## src/design/btr_regs.vh

```
`ifndef BTR_REGS_VH
`define BTR_REGS_VH

// lane count and synchroniser depth
`define BTR_LANES        9
`define BTR_SYNC_STAGES  2

// one-hot path modes
`define BTR_MODE_W       3
`define BTR_MODE_THRU    3'h1
`define BTR_MODE_LATCH   3'h2
`define BTR_MODE_REG     3'h4

// field positions in the synchronised control word
`define BTR_CTL_W        7
`define BTR_CTL_BP_HI    0
`define BTR_CTL_BP_LO_N  1
`define BTR_CTL_LOGIC_EN 2
`define BTR_CTL_SEL_LSB  3
`define BTR_CTL_SEL_MSB  4
`define BTR_CTL_FWD_STB  5
`define BTR_CTL_REV_STB  6

// reset values
`define BTR_HELD_RST     9'h1ff
`define BTR_LANES_ZERO   9'h000
`define BTR_CTL_RST      7'h02
`define BTR_MODE_RST     3'h2

`endif

```

## src/design/btr_sync.v

```verilog
`include "btr_regs.vh"

module btr_sync #(
    parameter WIDTH = 1,
    parameter [WIDTH-1:0] RST_VAL = {WIDTH{1'b0}}
) (
    // clock and reset
    input  wire             clk_sys_i,
    input  wire             reset_i,
    // asynchronous level in, synchronised level out
    input  wire [WIDTH-1:0] async_i,
    output reg  [WIDTH-1:0] sync_o
);

    // first stage feeds only the second stage
    reg [WIDTH-1:0] meta_q;

    always @(posedge clk_sys_i) begin
        if (reset_i) begin
            meta_q <= RST_VAL;
            sync_o <= RST_VAL;
        end else begin
            meta_q <= async_i;
            sync_o <= meta_q;
        end
    end

endmodule // btr_sync

```

## src/design/btr_path.v

```verilog
`include "btr_regs.vh"

module btr_path (
    // clock and reset
    input  wire                   clk_sys_i,
    input  wire                   reset_i,
    // mode and capture strobe, already synchronised
    input  wire [`BTR_MODE_W-1:0] mode_i,
    input  wire                   strobe_i,
    // input lanes, already synchronised
    input  wire [`BTR_LANES-1:0]  data_i,
    // inverted held value and capture pulse
    output reg  [`BTR_LANES-1:0]  held_o,
    output reg                    capture_o
);

    reg                  strobe_prev_q;
    reg [`BTR_LANES-1:0] data_prev_q;
    reg [`BTR_LANES-1:0] held_d;
    wire                 rise;

    assign rise = strobe_i & ~strobe_prev_q;

    always @* begin
        held_d = held_o;
        case (mode_i)
            `BTR_MODE_THRU: held_d = ~data_i;
            `BTR_MODE_LATCH: if (!strobe_i) held_d = ~data_i;
            `BTR_MODE_REG: if (rise) held_d = ~data_prev_q;
            default: held_d = held_o;
        endcase
    end

    always @(posedge clk_sys_i) begin
        if (reset_i) begin
            strobe_prev_q <= 1'b0;
            data_prev_q   <= `BTR_LANES_ZERO;
            held_o        <= `BTR_HELD_RST;
            capture_o     <= 1'b0;
        end else begin
            strobe_prev_q <= strobe_i;
            data_prev_q   <= data_i;
            held_o        <= held_d;
            capture_o     <= rise & (mode_i != `BTR_MODE_THRU);
        end
    end

endmodule // btr_path

```

## src/design/btr_core.v

```verilog
`include "btr_regs.vh"

module btr_core (
    // clock and reset
    input  wire                  clk_sys_i,
    input  wire                  reset_i,
    // logic side lanes
    input  wire [`BTR_LANES-1:0] logic_side_lanes_i,
    output reg  [`BTR_LANES-1:0] logic_side_lanes_o,
    output reg  [`BTR_LANES-1:0] logic_side_lanes_oe_o,
    // backplane lanes, open collector
    input  wire [`BTR_LANES-1:0] backplane_lanes_i,
    output reg  [`BTR_LANES-1:0] backplane_lanes_o,
    output reg  [`BTR_LANES-1:0] backplane_lanes_oe_o,
    // output enables
    input  wire                  bp_drive_en_hi_i,
    input  wire                  bp_drive_en_lo_n_i,
    input  wire                  logic_side_out_en_i,
    // mode selects
    input  wire                  path_sel_lsb_i,
    input  wire                  path_sel_msb_i,
    // capture strobes
    input  wire                  fwd_capture_strobe_i,
    input  wire                  rev_capture_strobe_i,
    // status
    output reg  [`BTR_MODE_W-1:0] fwd_mode_o,
    output reg  [`BTR_MODE_W-1:0] rev_mode_o,
    output reg                    fwd_capture_o,
    output reg                    rev_capture_o,
    output reg                    mode_change_o,
    output reg                    drive_clash_o
);

    // synchronised pins and the raw control word
    wire [`BTR_LANES-1:0] logic_in_s;
    wire [`BTR_LANES-1:0] bp_in_s;
    wire [`BTR_CTL_W-1:0] ctl_s;
    wire [`BTR_CTL_W-1:0] ctl_raw;

    // decoded controls
    wire                  bp_en;
    wire                  logic_en;
    wire                  sel_lsb;
    wire                  sel_msb;
    wire                  fwd_stb;
    wire                  rev_stb;

    // mode decode
    reg  [`BTR_MODE_W-1:0] fwd_mode_d;
    reg  [`BTR_MODE_W-1:0] rev_mode_d;
    reg  [`BTR_MODE_W-1:0] fwd_mode_q;
    reg  [`BTR_MODE_W-1:0] rev_mode_q;

    // path results
    wire [`BTR_LANES-1:0] fwd_held;
    wire [`BTR_LANES-1:0] rev_held;
    wire                  fwd_cap;
    wire                  rev_cap;

    // output stage next values
    reg  [`BTR_LANES-1:0] bp_oe_d;
    reg  [`BTR_LANES-1:0] logic_d;
    reg  [`BTR_LANES-1:0] logic_oe_d;

    assign ctl_raw[`BTR_CTL_BP_HI]    = bp_drive_en_hi_i;
    assign ctl_raw[`BTR_CTL_BP_LO_N]  = bp_drive_en_lo_n_i;
    assign ctl_raw[`BTR_CTL_LOGIC_EN] = logic_side_out_en_i;
    assign ctl_raw[`BTR_CTL_SEL_LSB]  = path_sel_lsb_i;
    assign ctl_raw[`BTR_CTL_SEL_MSB]  = path_sel_msb_i;
    assign ctl_raw[`BTR_CTL_FWD_STB]  = fwd_capture_strobe_i;
    assign ctl_raw[`BTR_CTL_REV_STB]  = rev_capture_strobe_i;

    // data and controls share one depth so strobes line up with data
    btr_sync #(
        .WIDTH   (`BTR_LANES),
        .RST_VAL (`BTR_LANES_ZERO)
    ) u_sync_logic (
        .clk_sys_i (clk_sys_i),
        .reset_i   (reset_i),
        .async_i   (logic_side_lanes_i),
        .sync_o    (logic_in_s)
    );

    // floating lanes resolve low at the pin
    btr_sync #(
        .WIDTH   (`BTR_LANES),
        .RST_VAL (`BTR_LANES_ZERO)
    ) u_sync_bp (
        .clk_sys_i (clk_sys_i),
        .reset_i   (reset_i),
        .async_i   (backplane_lanes_i),
        .sync_o    (bp_in_s)
    );

    // reset value keeps backplane drivers off
    btr_sync #(
        .WIDTH   (`BTR_CTL_W),
        .RST_VAL (`BTR_CTL_RST)
    ) u_sync_ctl (
        .clk_sys_i (clk_sys_i),
        .reset_i   (reset_i),
        .async_i   (ctl_raw),
        .sync_o    (ctl_s)
    );

    assign bp_en    = ctl_s[`BTR_CTL_BP_HI] & ~ctl_s[`BTR_CTL_BP_LO_N];
    assign logic_en = ctl_s[`BTR_CTL_LOGIC_EN];
    assign sel_lsb  = ctl_s[`BTR_CTL_SEL_LSB];
    assign sel_msb  = ctl_s[`BTR_CTL_SEL_MSB];
    assign fwd_stb  = ctl_s[`BTR_CTL_FWD_STB];
    assign rev_stb  = ctl_s[`BTR_CTL_REV_STB];

    always @* begin
        fwd_mode_d = `BTR_MODE_LATCH;
        case ({sel_lsb, sel_msb})
            2'h2: fwd_mode_d = `BTR_MODE_THRU;
            2'h1: fwd_mode_d = `BTR_MODE_REG;
            2'h3: fwd_mode_d = `BTR_MODE_REG;
            2'h0: fwd_mode_d = `BTR_MODE_LATCH;
            default: fwd_mode_d = `BTR_MODE_LATCH;
        endcase
    end

    always @* begin
        rev_mode_d = `BTR_MODE_LATCH;
        case ({sel_lsb, sel_msb})
            2'h2: rev_mode_d = `BTR_MODE_THRU;
            2'h1: rev_mode_d = `BTR_MODE_REG;
            2'h3: rev_mode_d = `BTR_MODE_LATCH;
            2'h0: rev_mode_d = `BTR_MODE_LATCH;
            default: rev_mode_d = `BTR_MODE_LATCH;
        endcase
    end

    // decode is used straight, not from the registered copy,
    // so mode and data stay aligned in the same cycle
    always @(posedge clk_sys_i) begin
        if (reset_i) begin
            fwd_mode_q <= `BTR_MODE_RST;
            rev_mode_q <= `BTR_MODE_RST;
        end else begin
            fwd_mode_q <= fwd_mode_d;
            rev_mode_q <= rev_mode_d;
        end
    end

    // set-up assumed; sample one cycle before edge
    btr_path u_fwd (
        .clk_sys_i (clk_sys_i),
        .reset_i   (reset_i),
        .mode_i    (fwd_mode_d),
        .strobe_i  (fwd_stb),
        .data_i    (logic_in_s),
        .held_o    (fwd_held),
        .capture_o (fwd_cap)
    );

    btr_path u_rev (
        .clk_sys_i (clk_sys_i),
        .reset_i   (reset_i),
        .mode_i    (rev_mode_d),
        .strobe_i  (rev_stb),
        .data_i    (bp_in_s),
        .held_o    (rev_held),
        .capture_o (rev_cap)
    );

    // per lane output stage
    genvar g;
    generate
        for (g = 0; g < `BTR_LANES; g = g + 1) begin : g_lane
            always @* begin
                bp_oe_d[g] = bp_en & ~fwd_held[g];
                logic_d[g] = rev_held[g];
                logic_oe_d[g] = logic_en;
            end
        end
    endgenerate

    always @(posedge clk_sys_i) begin
        if (reset_i) begin
            backplane_lanes_o     <= `BTR_LANES_ZERO;
            backplane_lanes_oe_o  <= `BTR_LANES_ZERO;
            logic_side_lanes_o    <= `BTR_LANES_ZERO;
            logic_side_lanes_oe_o <= `BTR_LANES_ZERO;
        end else begin
            // open collector: the data bit only ever pulls low
            backplane_lanes_o     <= `BTR_LANES_ZERO;
            backplane_lanes_oe_o  <= bp_oe_d;
            logic_side_lanes_o    <= logic_d;
            logic_side_lanes_oe_o <= logic_oe_d;
        end
    end

    // status; clash flags a controller slip, it does not gate drivers
    always @(posedge clk_sys_i) begin
        if (reset_i) begin
            fwd_mode_o    <= `BTR_MODE_RST;
            rev_mode_o    <= `BTR_MODE_RST;
            fwd_capture_o <= 1'b0;
            rev_capture_o <= 1'b0;
            mode_change_o <= 1'b0;
            drive_clash_o <= 1'b0;
        end else begin
            fwd_mode_o    <= fwd_mode_q;
            rev_mode_o    <= rev_mode_q;
            fwd_capture_o <= fwd_cap;
            rev_capture_o <= rev_cap;
            mode_change_o <= (fwd_mode_q != fwd_mode_d) | (rev_mode_q != rev_mode_d);
            drive_clash_o <= bp_en & logic_en;
        end
    end

endmodule // btr_core

```

## config.mk

```make
export PLATFORM = sky130hd
export DESIGN_NAME = btr_core
export DESIGN_NICKNAME = d
export VERILOG_FILES = /design/src/design/btr_sync.v /design/src/design/btr_path.v /design/src/design/btr_core.v
export VERILOG_INCLUDE_DIRS = /design/src /design/src/design
export SDC_FILE = /design/constraint.sdc
export NUM_CORES = 1
export LEC_CHECK = 0
export ABC_AREA = 1
export BUFFER_PORTS_ARGS = -buffer_cell sky130_fd_sc_hd__buf_2
export CAP_MARGIN = 20
export CORE_AREA = 2 2 103 95
export CTS_BUF_LIST = sky130_fd_sc_hd__clkbuf_2 sky130_fd_sc_hd__clkbuf_4 sky130_fd_sc_hd__clkbuf_8
export CTS_CLUSTER_DIAMETER = 120
export CTS_CLUSTER_SIZE = 30
export DETAILED_ROUTE_END_ITERATION = 7
export DIE_AREA = 0 0 105 97
export PLACE_DENSITY = 0.68
export SLEW_MARGIN = 20
export SYNTH_ARGS = -nofsm -noshare
export SYNTH_HDL_FRONTEND = slang
export SYNTH_HIERARCHICAL = 1
export SYNTH_SLANG_ARGS = --single-unit
export TNS_END_PERCENT = 100
```

## constraint.sdc

```tcl
create_clock -name clk_sys_i -period 2.3 [get_ports clk_sys_i]
set_clock_uncertainty 0.2 [all_clocks]
set_input_delay 0.23 -clock clk_sys_i [delete_from_list [all_inputs] [get_ports clk_sys_i]]
set_output_delay 0.23 -clock clk_sys_i [all_outputs]
set_load 0.02 [all_outputs]
```

==> flow_metrics.env <==
export IMPL_status="completed"
export IMPL_cts_root_buf="clkbuf_8"
export IMPL_pre_cts_ws_ns=0.2059
export IMPL_synthXorXnorAreaFrac_pct=0
export IMPL_grt_setup_unrepaired="false"
export IMPL_yosys_warnings=6
export IMPL_cp_arrival_ns=2.19
export IMPL_slew_violations=0
export IMPL_vias=2989
export IMPL_cts_tree="yes"
export IMPL_first_pass_iters=4
export IMPL_numClockSinks=123
export IMPL_peakVddDrop_mv=0.4031
export IMPL_final_area_sq_mm=0.005428
export IMPL_final_cell_mix="dfxtp_1, inv_1, nor2_1"
export IMPL_start_kind="register"
export IMPL_cap_violations=0
export IMPL_cts_buffers=17
export IMPL_worstSetupPathType="register to register"
export IMPL_min_delay_path_class="primary input to register"
export IMPL_gr_total_overflow=0
export IMPL_synth_cells=521
export IMPL_synth_top_family_by_area="simple AND/OR/NAND/NOR gates"
export IMPL_worst_r2r_path_depth=9
export IMPL_path_max_fanout=11
export IMPL_powerDensity_mw_per_mm2=898.1
export IMPL_final_cells=745
export IMPL_drtIter0Drc=68
export IMPL_h_tree_depth=4
export IMPL_grt_max_degree=45
export IMPL_period_needed_ns=2.112
export IMPL_routed_wirelength_microns=6816
export IMPL_required_ns=2.38
export IMPL_yosys_mux_area_fraction_pct=0
export IMPL_ant_nets=0
export IMPL_fmax_mhz=473.4
export IMPL_placedCellCount=689
export IMPL_wire_per_inst_microns=9.149
export IMPL_synth_seq_cells=123
export IMPL_postCtsSetupBuffers=0
export IMPL_cts_max_path_buffers=2
export IMPL_fin_util_pct=60.30
export IMPL_yosys_area_share_simple_pct=28.03
export IMPL_fillCellCount=842
export IMPL_via_per_inst=4.012
export IMPL_nets=642
export IMPL_syn_area_per_cell_sq_um=8.489
export IMPL_grt_total_usage_pct=14.28
export IMPL_diodes=0
export IMPL_dieArea_sq_mm=0.01019
export IMPL_yosysSeqAreaShare_pct=55.67
export IMPL_leakage_nw=2.803
export IMPL_start_util_pct=49.14
export IMPL_syn_to_final_growth_pct=22.72
export IMPL_finalPower_mw=4.875
export IMPL_synth_distinct_cells=24
export IMPL_cp_end_kind="register"
export IMPL_place_gp_congestion=0.7937
export IMPL_holdWs_ns=0.06657
export IMPL_setup_ws_ns=0.1876
export IMPL_die_y_microns=97
export IMPL_antenna_found_initial=0
export IMPL_drc_errors=0
export IMPL_dieWidth_microns=105
export IMPL_num_rows=33
export IMPL_finalHoldViolCount=0
export IMPL_core_sq_mm=0.009001
export IMPL_final_common_cell="dfxtp_1"
export IMPL_finalSetupViolCount=0
export IMPL_synthAdderAreaFrac_pct=1.132
export IMPL_dpl_hpwl_microns=4550
export IMPL_pin_count=73
export IMPL_synth_compound_area_share_pct=0
export IMPL_period_share_pct=91.84
export IMPL_clk_latency_ns=0.41
export IMPL_finalSetupTns_ns=0
export IMPL_grt_pass1_vias=2732
export IMPL_syn_cell_area_sq_mm=0.004423
export IMPL_grt_pass1_wl_microns=11720
export IMPL_hold_depth=3
export IMPL_clk_pin_slew_ns=0.07
export IMPL_placed_area_sq_mm=0.004706
export IMPL_portBuffers=63
export IMPL_final_layout_size_suffix_gt1_share_pct=19.74
==> kinds of logic after synthesis <==
| group | after synthesis |
|---|---|
| AND/OR/NAND/NOR | 255 |
| adder cells (fa/ha/maj) | 4 |
| buffers and inverters | 138 |
| other | 1 |
| flip-flops | 123 |
==> critical path, cell delays in order, from the launching register on <==
cell	delay, ns
dfxtp_1	0.36
inv_1	0.07
ha_1	0.27
buf_4	0.19
nor2_4	0.27
nand2_4	0.15
nand3_4	0.17
nand3_4	0.13
nand2_1	0.09
nand3_1	0.09
==> worst paths after layout <==
path                                           start              endpoint  slack, ns
worst max-delay path            u_sync_ctl/sync_o[4]       u_fwd/held_o[4]       0.19
worst min-delay path                         reset_i  u_sync_ctl/sync_o[2]       0.07
worst max register to register  u_sync_ctl/sync_o[4]       u_fwd/held_o[4]       0.19
worst min register to register   u_sync_bp/meta_q[0]   u_sync_bp/sync_o[0]       0.20
==> synth_stat cells <==
cell	number	area (sq um)
nand2_1	75	281.5
nor2_2	1	6.260
inv_2	3	11.26
nand4_1	2	12.51
nor2_4	2	22.52
nand3b_1	20	150.1
nor3b_1	2	15.01
nand2_4	2	22.52
buf_8	2	30.03
nand2_2	6	37.54
nor2_1	99	371.6
ha_1	4	50.05
clkbuf_1	2	7.510
dfxtp_1	123	2462
inv_1	102	382.9
buf_6	6	67.56
buf_4	18	135.1
inv_4	2	12.51
buf_2	1	5.000
conb_1	1	3.750
nand3_1	39	195.2
nand3b_4	1	20.02
nand3_4	6	105.1
clkbuf_4	2	15.01
==> routing by layer <==
| metal | global-route usage, % | vias to the layer above | wire length (microns) |
|---|---|---|---|
| li1 | - | 1688 | - |
| met1 | 19.35 | 1202 | 3569 |
| met2 | 20.18 | 92 | 2710 |
| met3 | 4.111 | 7 | 424 |
| met4 | 8.308 | 0 | 111 |
| met5 | 0 | - | 0 |
==> repair_timing <==
item,in CTS,in global routing
hold buffers,25,0
hold endpoints to repair,25,0
gates resized for setup,0,0
==> registers in the layout, summed over array words and instances (netlist names), 2 cells and up <==
name and cells:
u_rev/data_prev_q 9, u_rev/held_o 9, u_sync_logic/sync_o 9, logic_side_lanes_o 9, u_fwd/data_prev_q 9, u_sync_bp/meta_q 9, u_sync_bp/sync_o 9, u_sync_ctl/sync_o 7
rev_mode_o 2, fwd_mode_q 3, fwd_mode_o 3, backplane_lanes_oe_o 9, u_fwd/held_o 9, u_sync_logic/meta_q 9, rev_mode_q 2, u_sync_ctl/meta_q 7
==> power by group <==
group	internal [mW]	leakage, nW	switching (mW)	total [mW]
clock	1.39	0.235	0.787	2.17
combinational	0.163	1.56	0.258	0.421
sequential	2.24	1.01	0.0378	2.28
total	3.79	2.80	1.08	4.87
==> cell type report <==
cell class	count	area, sq um	area share (%)
sequential	123	2462	45.37
multi-input combinational	268	1324	24.39
timing repair buffer	94	610.6	11.25
inverter	107	406.6	7.492
clock buffer	21	282.8	5.210
clock inverter	10	188.9	3.481
tap	122	152.6	2.812
(Power assumes the default switching activity.)
